--- src/logic/osc_pkg.sv ---
package osc_pkg;
  // ==========================================================
  // clocking and oscillator figures
  localparam int unsigned CLK_HZ = 50_000_000;
  localparam int unsigned OSC_NOM_HZ = 8_000_000;
  localparam int unsigned OSC_MIN_HZ = 4_000_000;
  localparam int unsigned OSC_MAX_HZ = 10_000_000;
  // half period in clk cycles; 50 MHz / 6 gives 8.33 MHz, inside range
  localparam int unsigned OSC_HALF_CYC = CLK_HZ / (2 * OSC_NOM_HZ);
  localparam int unsigned OSC_CNT_W = 4;
  localparam logic [OSC_CNT_W-1:0] OSC_CNT_LAST =
    OSC_CNT_W'(OSC_HALF_CYC - 1);
  localparam logic [OSC_CNT_W-1:0] OSC_CNT_ZERO = 4'h0;

  // ==========================================================
  // divider and taps (fourth, ninth, fourteenth, nineteenth bits)
  localparam int unsigned DIV_W = 19;
  localparam int unsigned NUM_TAPS = 4;
  localparam int unsigned TAP_SEL_W = 2;
  localparam int unsigned TAP0_BIT = 3;
  localparam int unsigned TAP1_BIT = 8;
  localparam int unsigned TAP2_BIT = 13;
  localparam int unsigned TAP3_BIT = 18;
  localparam logic [DIV_W-1:0] DIV_RESET = 19'h00000;
  localparam logic [DIV_W-1:0] DIV_ONE = 19'h00001;

  // ==========================================================
  // power-on time-out length in oscillator periods
  localparam int unsigned POR_OSC_CYCLES_DEF = 16;

  typedef enum logic [1:0] {
    ST_CONFIG,
    ST_USER,
    ST_OFF
  } osc_state_t;
endpackage

--- src/logic/osc_divider_cell.sv ---
`timescale 1ns/100ps
// Summary of operation
// - Oscillator clocks time-out, memory clear and master config clock.
// - The oscillator runs near 8 MHz and always between 4 MHz and 10 MHz.
// - Taps are 4th, 9th, 14th and 19th divider bits, each resynchronized.
// - Besides the primary clock the user picks any two of the four taps.
// - After configuration user logic gets the oscillator only if selected.
// - An unused cell stops the oscillator once configuration is done.
module osc_divider_cell
  import osc_pkg::*;
#(
  parameter int unsigned POR_OSC_CYCLES = POR_OSC_CYCLES_DEF
) (
  clk,
  arst_n,
  master_mode,
  mem_clear_req,
  config_done,
  cell_used,
  osc_out_en,
  tap_sel_a,
  tap_sel_b,
  config_clock_out,
  mem_clear_clk,
  por_done,
  user_osc_out,
  tap_a_out,
  tap_b_out,
  osc_running
);
  localparam int unsigned POR_W = $clog2(POR_OSC_CYCLES + 1);
  localparam logic [POR_W-1:0] POR_LAST = POR_W'(POR_OSC_CYCLES - 1);
  localparam logic [POR_W-1:0] POR_ZERO = '0;
  localparam logic [POR_W-1:0] POR_ONE = POR_W'(1);

  input wire logic clk;
  input wire logic arst_n;
  input wire logic master_mode;
  input wire logic mem_clear_req;
  input wire logic config_done;
  input wire logic cell_used;
  input wire logic osc_out_en;
  input wire logic [TAP_SEL_W-1:0] tap_sel_a;
  input wire logic [TAP_SEL_W-1:0] tap_sel_b;
  output logic config_clock_out;
  output logic mem_clear_clk;
  output logic por_done;
  output logic user_osc_out;
  output logic tap_a_out;
  output logic tap_b_out;
  output logic osc_running;

  function automatic logic sel_tap(input logic [NUM_TAPS-1:0] taps,
                                   input logic [TAP_SEL_W-1:0] sel);
    sel_tap = taps[sel];
  endfunction

  // ==========================================================
  // configuration state
  osc_state_t state_reg;
  osc_state_t state_next;

  always_comb begin
    state_next = state_reg;
    case (state_reg)
      ST_CONFIG: begin
        if (config_done) begin
          state_next = cell_used ? ST_USER : ST_OFF;
        end
      end
      ST_USER: state_next = ST_USER;
      ST_OFF: state_next = ST_OFF;
      default: state_next = ST_CONFIG;
    endcase
  end

  always_ff @(posedge clk or negedge arst_n) begin
    if (!arst_n) begin
      state_reg <= ST_CONFIG;
    end else begin
      state_reg <= state_next;
    end
  end

  // ==========================================================
  // oscillator and divider
  logic [OSC_CNT_W-1:0] osc_cnt_reg;
  logic [OSC_CNT_W-1:0] osc_cnt_next;
  logic osc_reg;
  logic osc_next;
  logic osc_rise;
  logic [DIV_W-1:0] div_reg;
  logic [DIV_W-1:0] div_next;
  logic [POR_W-1:0] por_cnt_reg;
  logic [POR_W-1:0] por_cnt_next;
  logic por_next;

  always_comb begin
    osc_cnt_next = osc_cnt_reg;
    osc_next = osc_reg;
    osc_rise = 1'h0;
    div_next = div_reg;
    por_cnt_next = por_cnt_reg;
    por_next = por_done;
    if (state_next == ST_OFF) begin
      // stopped oscillator saves power; divider freezes with it
      osc_cnt_next = OSC_CNT_ZERO;
      osc_next = 1'h0;
    end else if (osc_cnt_reg == OSC_CNT_LAST) begin
      osc_cnt_next = OSC_CNT_ZERO;
      osc_next = !osc_reg;
      osc_rise = !osc_reg;
    end else begin
      osc_cnt_next = osc_cnt_reg + OSC_CNT_ZERO + 4'h1;
    end
    if (osc_rise) begin
      div_next = div_reg + DIV_ONE;
      if (!por_done) begin
        if (por_cnt_reg == POR_LAST) begin
          por_next = 1'h1;
        end else begin
          por_cnt_next = por_cnt_reg + POR_ONE;
        end
      end
    end
  end

  always_ff @(posedge clk or negedge arst_n) begin
    if (!arst_n) begin
      osc_cnt_reg <= OSC_CNT_ZERO;
      osc_reg <= 1'h0;
      div_reg <= DIV_RESET;
      por_cnt_reg <= POR_ZERO;
      por_done <= 1'h0;
    end else begin
      osc_cnt_reg <= osc_cnt_next;
      osc_reg <= osc_next;
      div_reg <= div_next;
      por_cnt_reg <= por_cnt_next;
      por_done <= por_next;
    end
  end

  // ==========================================================
  // tap resynchronizers
  logic [NUM_TAPS-1:0] taps_raw;
  logic [NUM_TAPS-1:0] tap_sync;

  assign taps_raw = {div_reg[TAP3_BIT], div_reg[TAP2_BIT],
                     div_reg[TAP1_BIT], div_reg[TAP0_BIT]};

  genvar gi;
  generate
    for (gi = 0; gi < NUM_TAPS; gi = gi + 1) begin : g_tap
      tap_resync u_sync (
        .clk(clk),
        .arst_n(arst_n),
        .tap_in(taps_raw[gi]),
        .tap_out(tap_sync[gi])
      );
    end
  endgenerate

  // ==========================================================
  // output clocks
  logic cfg_clk_next;
  logic clr_next;
  logic running_next;
  logic user_osc_next;
  logic tap_a_next;
  logic tap_b_next;
  logic in_config;
  logic in_user;

  always_comb begin
    in_config = state_reg == ST_CONFIG;
    in_user = state_reg == ST_USER;
    cfg_clk_next = osc_reg & master_mode & in_config;
    clr_next = osc_reg & mem_clear_req & in_config;
    user_osc_next = osc_reg & osc_out_en & in_user;
    // taps stay low during configuration; user logic is not live yet
    tap_a_next = in_user & sel_tap(tap_sync, tap_sel_a);
    tap_b_next = in_user & sel_tap(tap_sync, tap_sel_b);
    running_next = state_next != ST_OFF;
  end

  always_ff @(posedge clk or negedge arst_n) begin
    if (!arst_n) begin
      config_clock_out <= 1'h0;
      mem_clear_clk <= 1'h0;
      user_osc_out <= 1'h0;
      tap_a_out <= 1'h0;
      tap_b_out <= 1'h0;
      osc_running <= 1'h1;
    end else begin
      config_clock_out <= cfg_clk_next;
      mem_clear_clk <= clr_next;
      user_osc_out <= user_osc_next;
      tap_a_out <= tap_a_next;
      tap_b_out <= tap_b_next;
      osc_running <= running_next;
    end
  end

  // ==========================================================
  // checks
  property p_osc_high_time;
    @(posedge clk) disable iff (!arst_n)
      $rose(osc_reg) && state_reg == ST_USER |->
        osc_reg [*3] ##1 !osc_reg;
  endproperty
  a_osc_high_time: assert property (p_osc_high_time)
    else $error("oscillator high phase not three cycles");

  property p_div_step;
    @(posedge clk) disable iff (!arst_n)
      osc_rise |=> div_reg == $past(div_reg) + DIV_ONE;
  endproperty
  a_div_step: assert property (p_div_step)
    else $error("divider did not step on oscillator rise");

  property p_tap_sync;
    @(posedge clk) disable iff (!arst_n)
      ##2 tap_sync == $past(taps_raw, 2);
  endproperty
  a_tap_sync: assert property (p_tap_sync)
    else $error("tap not delayed by two stages");

  property p_tap_a_sel;
    @(posedge clk) disable iff (!arst_n)
      in_user |=> tap_a_out == $past(tap_sync[tap_sel_a]);
  endproperty
  a_tap_a_sel: assert property (p_tap_a_sel)
    else $error("tap a output wrong");

  property p_tap_b_sel;
    @(posedge clk) disable iff (!arst_n)
      in_user |=> tap_b_out == $past(tap_sync[tap_sel_b]);
  endproperty
  a_tap_b_sel: assert property (p_tap_b_sel)
    else $error("tap b output wrong");

  property p_user_osc;
    @(posedge clk) disable iff (!arst_n)
      user_osc_out |-> $past(in_user && osc_out_en && osc_reg);
  endproperty
  a_user_osc: assert property (p_user_osc)
    else $error("user oscillator without selection");

  property p_osc_stop;
    @(posedge clk) disable iff (!arst_n)
      in_config && config_done && !cell_used |=>
        (!osc_reg && !osc_running) [*4];
  endproperty
  a_osc_stop: assert property (p_osc_stop)
    else $error("oscillator kept running when unused");

  property p_config_clock;
    @(posedge clk) disable iff (!arst_n)
      config_clock_out |-> $past(master_mode && in_config && osc_reg);
  endproperty
  a_config_clock: assert property (p_config_clock)
    else $error("config clock outside master configuration");

  property p_por;
    @(posedge clk) disable iff (!arst_n)
      $rose(por_done) |-> $past(por_cnt_reg) == POR_LAST;
  endproperty
  a_por: assert property (p_por)
    else $error("power-on time-out ended early");
endmodule

--- src/logic/tap_resync.sv ---
`timescale 1ns/100ps
module tap_resync (
  clk,
  arst_n,
  tap_in,
  tap_out
);
  input wire logic clk;
  input wire logic arst_n;
  input wire logic tap_in;
  output logic tap_out;

  logic meta_reg;
  logic meta_next;
  logic sync_next;

  always_comb begin
    meta_next = tap_in;
    sync_next = meta_reg;
  end

  always_ff @(posedge clk or negedge arst_n) begin
    if (!arst_n) begin
      meta_reg <= 1'h0;
      tap_out <= 1'h0;
    end else begin
      meta_reg <= meta_next;
      tap_out <= sync_next;
    end
  end
endmodule

--- config.mk ---
export PLATFORM = sky130hd
export DESIGN_NAME = osc_divider_cell
export DESIGN_NICKNAME = d
export VERILOG_FILES = /design/src/logic/osc_pkg.sv /design/src/logic/osc_divider_cell.sv /design/src/logic/tap_resync.sv
export SDC_FILE = /design/constraint.sdc
export NUM_CORES = 1
export LEC_CHECK = 0
export ABC_AREA = 1
export BUFFER_PORTS_ARGS = -buffer_cell sky130_fd_sc_hd__clkbuf_2
export CAP_MARGIN = 25
export CORE_MARGIN = 10
export CORE_UTILIZATION = 50
export CTS_CLUSTER_SIZE = 14
export DETAILED_ROUTE_END_ITERATION = 12
export GPL_ROUTABILITY_DRIVEN = 0
export HOLD_SLACK_MARGIN = 0.15
export PLACE_DENSITY_LB_ADDON = 0.2
export SYNTH_ARGS = -nofsm -noshare
export SYNTH_HDL_FRONTEND = slang
export SYNTH_SLANG_ARGS = --single-unit
--- constraint.sdc ---
create_clock -name clk -period 1.8 [get_ports clk]
set_clock_uncertainty 0.1 [all_clocks]
set_input_delay 0.18 -clock clk [delete_from_list [all_inputs] [get_ports clk]]
set_output_delay 0.18 -clock clk [all_outputs]
set_load 0.01 [all_outputs]
==> flow_metrics.py <==
metrics = {
    "grt": {
        "met1_usage": 0.1196,
        "grt.total_usage": 0.1056,
        "antenna_found_initial": 0,
        "grt_max_degree": 47,
        "use_met2": 0.1717,
        "grt_pass1_wl_um": 6396,
        "grt_pass1_vias": 1489,
        "busiest_layer": "met2",
        "met3_usage": 0.04015,
        "overflow": 0,
    },
    "critical_path": {
        "start_kind": "input port",
        "cp.arrival_ns": 1.77,
        "crit_path_end_kind": "flip-flop",
        "cp.required_ns": 1.90,
        "path_max_fanout": 4,
        "crit_type": "input port to flip-flop",
    },
    "synth": {
        "synth-main-ff-cell": "dfrtp_1",
        "synthesis.nets": 244,
        "synth_seq_cells": 46,
        "synth_edf_count": 0,
        "syn_area_per_cell_um2": 9.258,
        "synthesis.area_um2": 2111,
        "async_flop_share": 1.000,
        "yosys_warnings": 0,
        "seq_area_frac_synth": 0.5459,
        "synthDistinctLibCells": 24,
        "syn_inst": 228,
    },
    "cts": {
        "cts-root-buf": "clkbuf_8",
        "cts_resized": 0,
        "htree_levels": 2,
        "cts_setup_buffers": 0,
        "insertion_delay_ns": 0.29,
        "cts.sink_count": 46,
        "clkTransAtPathRegs_ns": 0.08,
        "clock_path_buffers": 2,
        "cts_tree": "yes",
        "cts_buffers": 5,
    },
    "outcome": {
        "outcome": "completed",
    },
    "final_layout": {
        "final_common_cell": "nand2_1",
        "layout.nets": 281,
        "most-common-layout-cells": "nand2_1, dfrtp_1, inv_1, nor2_1, clkbuf_2",
        "largest_reg_flops": 19,
        "diodes": 0,
        "postLayoutCoreUtil": 0.6183,
        "drive_above_1_share": 0.1579,
        "final_cells": 316,
        "syn_to_final_growth_pct": 18.02,
    },
    "floorplan": {
        "core_region_area_um2": 4029,
        "die_x_um": 84.98,
        "pin_count": 18,
        "rows": 23,
        "die-area_um2": 7221,
        "start_util": 0.5239,
        "fp.dieH_um": 84.98,
    },
    "run": {
        "drv_cap": 0,
    },
    "timing": {
        "slew_headroom": 0.7332,
        "fin_crit_ns": 1.664,
        "slew_violations": 0,
        "hold_viol": 0,
        "min_period_over_period": 0.9243,
        "rsz0062_at_grt": "no",
        "fmax_mhz": 601.1,
        "finalSetupViolations": 0,
        "worst_slew_pin_slew_ns": 0.3971,
        "tns_ns": 0,
    },
    "power_and_ir_drop": {
        "p_per_area_nw_per_um2": 698.6,
        "vdd_drop_max_mv": 0.3501,
        "p_leak_uw": 0.001220,
    },
    "route": {
        "vias": 1498,
        "wl_per_cell_um": 11.45,
        "wl_um": 3617,
        "drt_iter0_drc": 47,
        "viasPerCell": 4.741,
        "ant_nets": 0,
        "drc": 0,
        "firstDrtPassIters": 6,
    },
    "worst_hold_path": {
        "hold_path_class": "flip-flop to flip-flop",
    },
    "place": {
        "port-buffer-count": 17,
        "dpl.hpwl_um": 2506,
        "placed_cells": 295,
    },
}
-- routing by layer --
| metal | vias to the layer above | wire [um] |
|---|---|---|
| li1 | 792 | - |
| met1 | 681 | 1664 |
| met2 | 23 | 1701 |
| met3 | 2 | 216 |
| met4 | 0 | 35 |
| met5 | - | 0 |
-- layout make-up --
class                      instances  area, um2
clock buffer                       7      86.33
sequential                        46       1152
timing repair buffer              32      242.7
inverter                          23      86.33
multi-input combinational        157      855.8
tap                               50      62.56
fill                             341       1538
clock inverter                     1      5.005
-- stage by stage --
stage	total power (uW)	hold slack, ns	setup slack (ns)	cell area [um2]
detailed placement	1115	0.08189	0.1723	2270
floorplan	1072	-0.2156	0.2915	2111
CTS	1774	0.2582	0.1571	2491
global route	1822	0.2597	0.04428	2491
global placement	1115	0.08027	0.2343	2270
finish	1740	0.2564	0.1363	2491
-- critical path, cell delays in order --
cell and delay, ns:
dlygate4sd3_1 0.54, clkbuf_2 0.14, nand2_1 0.09, o211ai_1 0.09
dlygate4sd3_1 0.56, a21oi_1 0.17
-- logic make-up (layout without fill, tap and decap cells) --
family,after synthesis,count (layout),synth area share
adder cells (fa/ha/maj),5,5,0.02964
flip-flops,46,46,0.5459
buffers and inverters,25,63,0.04860
AO/OA/AOI/OAI,16,16,0.04564
AND/OR/NAND/NOR,122,122,0.2721
XOR/XNOR,14,14,0.05809
-- power breakdown --
part	internal [uW]	leakage [uW]	total [uW]	switching, uW
Clock	310	0.0000482	625	316
Sequential	1040	0.000584	1040	1.18
Combinational	38.2	0.000588	77.3	39.1
Total	1380	0.00122	1740	356
-- timing repair --
item	CTS	global route
hold endpoints to repair	53	0
hold buffers	13	0
setup endpoints to repair	0	0
-- cells in the mapped netlist (2+ instances only) --
cell type	count	area, um2
nand2_2	3	18.77
xnor2_1	6	52.55
nand3_1	11	55.05
ha_1	5	62.56
nor2_4	5	56.30
nand4_1	6	37.54
dfrtp_1	45	1126
nor2_2	2	12.51
o211ai_1	2	15.01
nand2_4	2	22.52
nor2_1	17	63.81
inv_1	22	82.58
nand2_1	68	255.2
a21oi_1	5	25.02
o21ai_0	8	40.04
nand3b_1	3	22.52
nor3_1	4	20.02
xor2_1	8	70.07
-- worst paths after layout --
check | cells past startpoint | slack, ns | to | startpoint
hold reg to reg | 0 | 0.26 | g_tap[3].u_sync.tap_out | g_tap[3].u_sync.meta_reg
hold / removal | 0 | 0.26 | g_tap[3].u_sync.tap_out | g_tap[3].u_sync.meta_reg
max in group asynchronous | 3 | 1.05 | osc_running | arst_n
min in group asynchronous | 3 | 0.29 | mem_clear_clk | arst_n
setup reg to reg | 8 | 0.19 | por_cnt_reg[4] | por_cnt_reg[0]
setup / recovery | 6 | 0.14 | tap_a_out | tap_sel_a[0]
(Power assumes the default switching activity.)
